### src/design/spi_port_pkg.sv
// Constants, types and command codes of the serial memory slave port
package spi_port_pkg;

  // ***************************************************
  // Clock and timing
  // ***************************************************
  localparam int CLK_PERIOD_NS  = 4;
  localparam int BYTE_WRITE_NS  = 25000;
  localparam int PAGE_WRITE_NS  = 1000000;
  localparam int STANDBY_MAX_NS = 8000;
  localparam int BYTE_WRITE_CYCLES = BYTE_WRITE_NS / CLK_PERIOD_NS;
  localparam int PAGE_WRITE_CYCLES = PAGE_WRITE_NS / CLK_PERIOD_NS;
  localparam int STANDBY_CYCLES    = STANDBY_MAX_NS / CLK_PERIOD_NS;
  localparam int TIMER_W           = 18;

  // ***************************************************
  // Framing and buffering
  // ***************************************************
  localparam int BYTE_W      = 8;
  localparam int FIFO_DEPTH  = 16;
  localparam int ADDR_BYTES  = 2;
  localparam int BUSY_BIT    = 0;
  localparam logic [5:0] DATA_COUNT_MAX = 6'h3f;
  localparam logic [7:0] STATUS_RESET   = 8'h00;
  localparam logic [7:0] IDLE_FILL      = 8'h00;

  // ***************************************************
  // Command codes
  // ***************************************************
  localparam logic [7:0] WRITE_COMMAND             = 8'h02;
  localparam logic [7:0] READ_COMMAND              = 8'h03;
  localparam logic [7:0] READ_STATUS_COMMAND       = 8'h05;
  localparam logic [7:0] FAST_READ_COMMAND         = 8'h0b;
  localparam logic [7:0] PAGE_ERASE_COMMAND        = 8'h42;
  localparam logic [7:0] ULTRA_DEEP_SLEEP_COMMAND  = 8'h79;
  localparam logic [7:0] SLEEP_COMMAND             = 8'hb9;
  localparam logic [7:0] RESUME_FROM_SLEEP_COMMAND = 8'hab;
  localparam logic [7:0] NO_COMMAND                = 8'h00;

  // ***************************************************
  // Types
  // ***************************************************
  typedef struct packed {
    logic select_n;
    logic sck;
    logic serial_in_line;
    logic pause_n;
  } spi_pins_t;

  localparam spi_pins_t PINS_IDLE = '{select_n: 1'b1, sck: 1'b0,
                                      serial_in_line: 1'b0, pause_n: 1'b1};

  typedef enum {phase_cmd, phase_addr, phase_dummy, phase_data} phase_t;

endpackage : spi_port_pkg

### src/design/serial_eeprom_spi_slave_port.sv
// Slave serial port of a small non-volatile memory, sampled on ref_clk
`timescale 1ns/100ps
`default_nettype none
module serial_eeprom_spi_slave_port #(
  parameter int BYTE_WRITE_CYCLES = spi_port_pkg::BYTE_WRITE_CYCLES,
  parameter int PAGE_WRITE_CYCLES = spi_port_pkg::PAGE_WRITE_CYCLES
) (
  // Clock and reset
  input  wire logic                    ref_clk,
  input  wire logic                    rst_n,
  // Serial pins from the master
  input  wire spi_port_pkg::spi_pins_t pins,
  // Serial output pin
  output logic                         serial_out_line,
  output logic                         serial_out_oe_n,
  // Read data stream from the memory core
  input  wire logic [7:0]              tx_data,
  input  wire logic                    tx_valid,
  output logic                         tx_ready,
  // Received bytes towards the memory core
  output logic [7:0]                   rx_byte,
  output logic                         rx_valid,
  // Status
  output logic                         busy_flag,
  output logic                         standby,
  output logic                         asleep
);

  spi_port_pkg::spi_pins_t sync1;
  spi_port_pkg::spi_pins_t sync2;
  spi_port_pkg::phase_t    phase;
  logic                        sck_d;
  logic                        sel_q;
  logic                        selected;
  logic                        active;
  logic                        sck_rise;
  logic                        sck_fall;
  logic                        sel_edge;
  logic                        desel_edge;
  logic                        byte_done;
  logic [7:0]                  new_byte;
  logic [2:0]                  bit_cnt;
  logic [6:0]                  rx_shift;
  logic [7:0]                  command;
  logic [5:0]                  byte_cnt;
  logic [7:0]                  tx_shift;
  logic [7:0]                  load_byte;
  logic [7:0]                  status_byte;
  logic                        driving;
  logic                        out_slot;
  logic                        fifo_pop;
  logic [7:0]                  fifo_data;
  logic                        fifo_valid;
  logic                        deep;
  logic                        write_start;
  logic                        frame_whole;
  logic [spi_port_pkg::TIMER_W-1:0] timer;

  // Commands that carry an address
  function automatic logic has_address(input logic [7:0] cmd);
    return cmd == spi_port_pkg::WRITE_COMMAND ||
           cmd == spi_port_pkg::READ_COMMAND ||
           cmd == spi_port_pkg::FAST_READ_COMMAND ||
           cmd == spi_port_pkg::PAGE_ERASE_COMMAND;
  endfunction : has_address

  // Commands that answer on the serial output
  function automatic logic needs_output(input logic [7:0] cmd);
    return cmd == spi_port_pkg::READ_COMMAND ||
           cmd == spi_port_pkg::FAST_READ_COMMAND ||
           cmd == spi_port_pkg::READ_STATUS_COMMAND;
  endfunction : needs_output

  // ***************************************************
  // Pin synchronisers and edge detection
  // ***************************************************
  // Two stages before any logic looks at the pins
  always_ff @(posedge ref_clk) begin
    if (!rst_n) begin
      sync1 <= spi_port_pkg::PINS_IDLE;
      sync2 <= spi_port_pkg::PINS_IDLE;
      sck_d <= 1'b0;
      sel_q <= 1'b0;
    end else begin
      sync1 <= pins;
      sync2 <= sync1;
      sck_d <= sync2.sck;
      sel_q <= selected;
    end
  end

  // Clock edges count only while selected and not paused
  assign selected   = ~sync2.select_n;
  assign active     = selected & sync2.pause_n;
  assign sck_rise   = active & sync2.sck & ~sck_d;
  assign sck_fall   = active & ~sync2.sck & sck_d;
  assign sel_edge   = selected & ~sel_q;
  assign desel_edge = ~selected & sel_q;
  assign byte_done  = sck_rise & (bit_cnt == 3'h7);
  assign new_byte   = {rx_shift, sync2.serial_in_line};
  assign frame_whole = (phase == spi_port_pkg::phase_data) &&
                       (bit_cnt == 3'h0);

  // ***************************************************
  // Receive shifter
  // ***************************************************
  // Sample input on rising edges, MSB first
  always_ff @(posedge ref_clk) begin
    if (!rst_n || !selected) begin
      bit_cnt  <= 3'h0;
      rx_shift <= 7'h00;
    end else if (sck_rise) begin
      rx_shift <= new_byte[6:0];
      bit_cnt  <= bit_cnt + 3'h1;
    end
  end

  // Hand each completed byte out
  always_ff @(posedge ref_clk) begin
    if (!rst_n) begin
      rx_byte  <= 8'h00;
      rx_valid <= 1'b0;
    end else begin
      rx_valid <= byte_done;
      if (byte_done) rx_byte <= new_byte;
    end
  end

  // ***************************************************
  // Command sequencer
  // ***************************************************
  // Walk command, address, dummy and data bytes
  always_ff @(posedge ref_clk) begin
    if (!rst_n) begin
      phase    <= spi_port_pkg::phase_cmd;
      command  <= spi_port_pkg::NO_COMMAND;
      byte_cnt <= 6'h00;
    end else if (sel_edge) begin
      phase    <= spi_port_pkg::phase_cmd;
      command  <= spi_port_pkg::NO_COMMAND;
      byte_cnt <= 6'h00;
    end else if (byte_done) begin
      case (phase)
        spi_port_pkg::phase_cmd: begin
          // A sleeping port only listens for the resume command
          if (asleep &&
              new_byte != spi_port_pkg::RESUME_FROM_SLEEP_COMMAND) begin
            command <= spi_port_pkg::NO_COMMAND;
          end else begin
            command <= new_byte;
          end
          phase <= has_address(new_byte) ? spi_port_pkg::phase_addr
                                         : spi_port_pkg::phase_data;
        end
        spi_port_pkg::phase_addr: begin
          if (byte_cnt == 6'(spi_port_pkg::ADDR_BYTES - 1)) begin
            byte_cnt <= 6'h00;
            phase    <= (command == spi_port_pkg::FAST_READ_COMMAND) ?
                        spi_port_pkg::phase_dummy :
                        spi_port_pkg::phase_data;
          end else begin
            byte_cnt <= byte_cnt + 6'h01;
          end
        end
        spi_port_pkg::phase_dummy: begin
          phase <= spi_port_pkg::phase_data;
        end
        spi_port_pkg::phase_data: begin
          if (byte_cnt != spi_port_pkg::DATA_COUNT_MAX) begin
            byte_cnt <= byte_cnt + 6'h01;
          end
        end
        default: begin
          phase <= spi_port_pkg::phase_cmd;
        end
      endcase
    end
  end

  // ***************************************************
  // Transmit shifter and output pin
  // ***************************************************
  assign status_byte = spi_port_pkg::STATUS_RESET |
                       (8'h01 << spi_port_pkg::BUSY_BIT) &
                       {8{busy_flag}};
  // Only the data phase drives, so the mode 3 lead-in fall is ignored
  assign out_slot  = sck_fall && (phase == spi_port_pkg::phase_data) &&
                     needs_output(command);
  assign fifo_pop  = out_slot && (bit_cnt == 3'h0) &&
                     (command != spi_port_pkg::READ_STATUS_COMMAND);
  assign load_byte = (command == spi_port_pkg::READ_STATUS_COMMAND) ?
                     status_byte :
                     (fifo_valid ? fifo_data : spi_port_pkg::IDLE_FILL);

  // Shift read data on falling edges
  always_ff @(posedge ref_clk) begin
    if (!rst_n) begin
      tx_shift        <= 8'h00;
      serial_out_line <= 1'b0;
    end else if (out_slot) begin
      if (bit_cnt == 3'h0) begin
        tx_shift        <= load_byte;
        serial_out_line <= load_byte[7];
      end else begin
        tx_shift        <= {tx_shift[6:0], 1'b0};
        serial_out_line <= tx_shift[6];
      end
    end
  end

  // Drive the pin only while selected, answering and not paused
  always_ff @(posedge ref_clk) begin
    if (!rst_n || !selected) begin
      driving         <= 1'b0;
      serial_out_oe_n <= 1'b1;
    end else begin
      if (out_slot) driving <= 1'b1;
      serial_out_oe_n <= ~(driving & sync2.pause_n);
    end
  end

  // ***************************************************
  // Write cycle timer, sleep and standby
  // ***************************************************
  assign write_start = desel_edge && frame_whole && !busy_flag &&
                       (command == spi_port_pkg::WRITE_COMMAND) &&
                       (byte_cnt != 6'h00);

  // Self-timed write, busy until it ends
  always_ff @(posedge ref_clk) begin
    if (!rst_n) begin
      timer     <= '0;
      busy_flag <= 1'b0;
    end else if (write_start) begin
      timer     <= (byte_cnt == 6'h01) ?
                   spi_port_pkg::TIMER_W'(BYTE_WRITE_CYCLES) :
                   spi_port_pkg::TIMER_W'(PAGE_WRITE_CYCLES);
      busy_flag <= 1'b1;
    end else if (timer > spi_port_pkg::TIMER_W'(1)) begin
      timer <= timer - 1'b1;
    end else begin
      timer     <= '0;
      busy_flag <= 1'b0;
    end
  end

  // Sleep modes entered on deselect, left by command or select
  always_ff @(posedge ref_clk) begin
    if (!rst_n) begin
      asleep <= 1'b0;
      deep   <= 1'b0;
    end else if (sel_edge && deep) begin
      asleep <= 1'b0;
      deep   <= 1'b0;
    end else if (desel_edge && frame_whole) begin
      case (command)
        spi_port_pkg::SLEEP_COMMAND:             asleep <= 1'b1;
        spi_port_pkg::ULTRA_DEEP_SLEEP_COMMAND: begin
          asleep <= 1'b1;
          deep   <= 1'b1;
        end
        spi_port_pkg::RESUME_FROM_SLEEP_COMMAND: asleep <= 1'b0;
        default:                                 asleep <= asleep;
      endcase
    end
  end

  // Standby follows the synchronised select
  always_ff @(posedge ref_clk) begin
    if (!rst_n) begin
      standby <= 1'b1;
    end else begin
      standby <= ~selected;
    end
  end

  // ***************************************************
  // Read data buffer
  // ***************************************************
  byte_fifo #(
    .WIDTH (spi_port_pkg::BYTE_W),
    .DEPTH (spi_port_pkg::FIFO_DEPTH)
  ) read_buffer (
    .ref_clk   (ref_clk),
    .rst_n     (rst_n),
    .in_data   (tx_data),
    .in_valid  (tx_valid),
    .in_ready  (tx_ready),
    .out_data  (fifo_data),
    .out_valid (fifo_valid),
    .out_ready (fifo_pop)
  );
endmodule : serial_eeprom_spi_slave_port
`default_nettype wire

### src/design/byte_fifo.sv
// Parameterised flip-flop FIFO with valid and ready on both sides
`timescale 1ns/100ps
`default_nettype none
module byte_fifo #(
  parameter int WIDTH = 8,
  parameter int DEPTH = 16
) (
  // Clock and reset
  input  wire logic             ref_clk,
  input  wire logic             rst_n,
  // Filling side
  input  wire logic [WIDTH-1:0] in_data,
  input  wire logic             in_valid,
  output logic                  in_ready,
  // Draining side
  output logic [WIDTH-1:0]      out_data,
  output logic                  out_valid,
  input  wire logic             out_ready
);
  localparam int AW = $clog2(DEPTH);

  logic [WIDTH-1:0] mem [DEPTH];
  logic [AW-1:0]    wr_ptr;
  logic [AW-1:0]    rd_ptr;
  logic [AW:0]      count;
  logic [AW:0]      next_count;
  logic             push;
  logic             pop;

  // Handshakes on both sides
  assign push     = in_valid & in_ready;
  assign pop      = out_valid & out_ready;
  assign out_data = mem[rd_ptr];

  // ***************************************************
  // Storage and pointers
  // ***************************************************
  // Write the storage word
  always_ff @(posedge ref_clk) begin
    if (push) begin
      mem[wr_ptr] <= in_data;
    end
  end

  // Advance the pointers
  always_ff @(posedge ref_clk) begin
    if (!rst_n) begin
      wr_ptr <= '0;
      rd_ptr <= '0;
    end else begin
      if (push) wr_ptr <= wr_ptr + 1'b1;
      if (pop)  rd_ptr <= rd_ptr + 1'b1;
    end
  end

  // ***************************************************
  // Fill level and flags
  // ***************************************************
  // Next fill level
  always_comb begin
    next_count = count + (AW+1)'(push) - (AW+1)'(pop);
  end

  // Registered full and empty flags
  always_ff @(posedge ref_clk) begin
    if (!rst_n) begin
      count     <= '0;
      in_ready  <= 1'b1;
      out_valid <= 1'b0;
    end else begin
      count     <= next_count;
      in_ready  <= next_count != (AW+1)'(DEPTH);
      out_valid <= next_count != '0;
    end
  end

endmodule : byte_fifo
`default_nettype wire

### config.mk
export PLATFORM = sky130hd
export DESIGN_NAME = serial_eeprom_spi_slave_port
export DESIGN_NICKNAME = d
export VERILOG_FILES = /design/src/design/spi_port_pkg.sv /design/src/design/serial_eeprom_spi_slave_port.sv /design/src/design/byte_fifo.sv
export SDC_FILE = /design/constraint.sdc
export NUM_CORES = 1
export LEC_CHECK = 0
export BUFFER_PORTS_ARGS = -buffer_cell sky130_fd_sc_hd__buf_2
export CORE_AREA = 10 10 153 155
export CTS_BUF_LIST = sky130_fd_sc_hd__clkbuf_8
export DETAILED_ROUTE_END_ITERATION = 8
export DIE_AREA = 0 0 163 165
export RECOVER_POWER = 25
export SLEW_MARGIN = 20
export SYNTH_ARGS = -nofsm -noshare
export SYNTH_HDL_FRONTEND = slang
export SYNTH_SLANG_ARGS = --single-unit
### constraint.sdc
create_clock -name ref_clk -period 2.8 [get_ports ref_clk]
set_input_delay 0.56 -clock ref_clk [delete_from_list [all_inputs] [get_ports ref_clk]]
set_output_delay 0.56 -clock ref_clk [all_outputs]
set_load 0.02 [all_outputs]
==> key figures <==
Layout
  – Diode insertion count for antenna repair: 0
  – Share of final-layout standard cells stronger than drive strength 1: 0.209
  – Commonest non-fill, non-tap cell in the layout: edfxtp_1
  – Synthesis-to-finish area growth: 16.1%
  – Highest-count cells in the layout ignoring fill and taps: edfxtp_1, dfxtp_1, nand2_1
  – Number of cells in the finished layout apart from fillers: 1061
  – Final layout net count: 801

Routing
  – First DRT Iteration DRCs: 269
  – Detail-routed via count per cell: 5.27
  – Number of antenna-violating nets in the routed design: 0
  – Post-detailed-route DRC marker count: 0
  – DRT Pass-1 Iters: 4
  – DR WL/cell: 17.9 um
  – Wire length after detailed routing: 19.0 mm
  – Total via count in the routed design: 5588

Worst setup path
  – Family of cells with the greatest summed delay on the critical path: adder cells
  – Startpoint type of the worst setup path: flop
  – CP bufs+invs: 1
  – WP data required: 3210 ps
  – Critical Path Fanout Max: 3
  – Most numerous cell on the critical path: ha_2
  – Critical Path, Cell by Cell: ha_2 -> and4b_1 -> o211a_1 -> and3_4 -> ha_1 -> inv_1 -> ha_2 -> fa_2 -> a21o_1 -> a21oi_2 -> xnor2_1 -> nor2_1 -> o21bai_1
  – Delay of the slowest cell on the worst path: 370 ps
  – Critical path start-end classification: flop to flop
  – Master of the slowest instance on the critical path: fa_2
  – Signal arrival time at the worst endpoint: 3110 ps
  – Type of element capturing the critical path: flop

Clock network
  – H-tree depth: 2
  – Post-CTS Hold Buffers: 0
  – CTS max path bufs: 3
  – Clock slew at the register clock pins of the worst setup and hold paths: 60 ps
  – Clock buffer count from CTS: 38
  – Clock insertion delay at the later pin of the skew report: 530 ps
  – Clk root buf: clkbuf_8
  – TritonCTS clock tree: yes
  – TritonCTS sink count: 224

Synth
  – Proportion of register bits with asynchronous set or reset after synthesis: 0
  – Number of unique standard cell types used by synthesis: 54
  – Seq/Total Area, Yosys: 0.641
  – Post-Syn Instances: 680
  – Net count after synthesis: 718
  – Main synth FF type: edfxtp_1
  – Number of warning messages in the yosys log: 0
  – Summed instance area of the synthesized netlist: 9000 sq um
  – #FFs+latches synth: around 220
  – Post-synth EDFFs: between 100 and 150
  – Average instance area after synthesis: 13.2 sq um

Status
  – Status: completed

Placed design
  – Weighted congestion at the end of routability-driven global placement: 0.815
  – Number of I/O port buffers: 29
  – Detailed placement HPWL: approximately 13 mm
  – Placed cell count: 992

STA
  – Shortest clock period the worst path allows after layout: around 2700 ps
  – Post-route fraction of the period consumed by the critical path: 0.965
  – Setup repair after global routing missed its margin: true
  – Number of max-slew violations in the final report: 0
  – Post-Route Setup TNS: 0 ps
  – Slew at the pin closest to its max-slew limit: 765 ps
  – Setup-failing EPs final: 0
  – Setup skew after layout: 16.5 ps
  – Final Hold Violating Endpoints: 0
  – Max_slew headroom: 0.487
  – Peak clock frequency supported by timing: ~0.37 GHz

Die
  – Row cnt: 52
  – Core area: roughly 20000 sq um
  – Top-level I/O count: 30
  – Die footprint: between 20000 and 30000 sq um
  – Height of the die: 165 um
  – Die X: 163 um
  – Initial Utilization: 0.446

Global route
  – Antenna violations before repair: 0
  – Global-route wire length before repair: 30.9 mm
  – Largest net degree at the start of global routing: 26
  – Number of global-route vias before repair: approximately 5800
  – Global route total overflow: 0
  – Total global routing track utilization: 0.144

Pwr
  – Power density over the cells: around 680 nW/um^2
  – Static leakage power: 3.77 nW
  – Largest voltage drop on the vdd net: 592 uV

Flow run
  – Max Cap Viol: 0

Hold path
  – Worst hold-check path type: input port to flop
## logic make-up (layout without fill, tap and decap cells)
kind of cell	count (synthesis)	in the layout	share of synthesized area
simple gates	229	229	0.122
flops	224	224	0.641
compound gates	90	90	0.0633
buf+inv	46	157	0.0220
mux	39	39	0.0908
xor+xnor	29	29	0.0282
fa+ha+maj	23	23	0.0328
## cell type report
class	instances	area [sq um]
fillers	1742	9720
clock buffers	41	564
clock inverters	27	188
flip-flops and latches	224	5770
repair buffers	68	428
inverters	21	78.8
multi-input cells	410	3090
well taps	270	338
## power by group
group          internal, W  switching (W)
logic             0.000261       0.000340
clock network      0.00156        0.00131
registers          0.00361      0.0000560
## flip-flops by register name (all words and copies together) (netlist names), 2 cells and up, named ones only
| register | cells |
|---|---|
| read_buffer.count | 5 |
| byte_cnt | 6 |
| read_buffer.wr_ptr | 4 |
| command | 8 |
| sync2 | 3 |
| phase | 2 |
| timer | 18 |
| sync1 | 4 |
| rx_byte | 8 |
| bit_cnt | 3 |
| tx_shift | 7 |
| read_buffer.rd_ptr | 4 |
| read_buffer.mem | 128 |
| rx_shift | 7 |
## through the flow
step	utilization	setup slack (ps)	total power [W]	hold slack, ps	instance area (sq um)
after floorplan	-	6.00	0.00411	368	9020
after global placement	0.479	115	0.00427	388	9670
after detailed placement	0.479	34.7	0.00431	383	9670
after CTS	0.517	44.7	0.00719	202	10400
after global routing	0.518	-32.6	0.00745	200	10400
final	0.518	97.7	0.00713	240	10400
## Yosys cell counts (4+ instances only)
cell type  instances  area share
mux2i_1            4      0.0044
buf_2              5      0.0028
xnor2_1           17       0.017
ha_1              22       0.031
a221oi_1           4      0.0039
nor2b_1            5      0.0035
and2_1            13      0.0090
nand2_1           77       0.032
clkbuf_1          15      0.0063
a22oi_1           17       0.014
a21oi_1           30       0.017
nor3_1            10      0.0056
o21ai_0           14      0.0078
mux4_2            34       0.085
nor2_1            63       0.026
edfxtp_1         128        0.43
nor3b_1            7      0.0058
nand4_1            7      0.0049
a31oi_1            6      0.0042
nor4_1             9      0.0063
nand2b_1           9      0.0063
dfxtp_1           96        0.21
xor2_1            12       0.012
inv_1             20      0.0083
nand3_1           13      0.0072
## path summary, 6_finish.rpt
path | start | endpoint | slack [ps] | depth (start not counted)
worst min-delay path | pins[3] | sync1[3]$_SDFF_PN1_ | 240 | 2
worst max register to register | phase[1]$_SDFFE_PP0P_ | read_buffer.out_valid$_SDFF_PN0_ | 100 | 13
worst min register to register | driving$_SDFFE_PP0N_ | serial_out_oe_n$_SDFF_PP1_ | 390 | 1
worst max-delay path | phase[1]$_SDFFE_PP0P_ | read_buffer.out_valid$_SDFF_PN0_ | 100 | 13
## per-layer routing
layer	up-vias	track usage	share of wire
li1	2673	-	-
met1	2780	0.179	0.44
met2	107	0.247	0.50
met3	28	0.0316	0.046
met4	0	0.0410	0.014
met5	-	0	0
## what timing repair did
action | CTS | global route
setup endpoints to repair | 0 | 3
setup buffers | 0 | 1
gates resized for setup | 0 | 6
No activity file was read; power rests on OpenSTA's default activity.
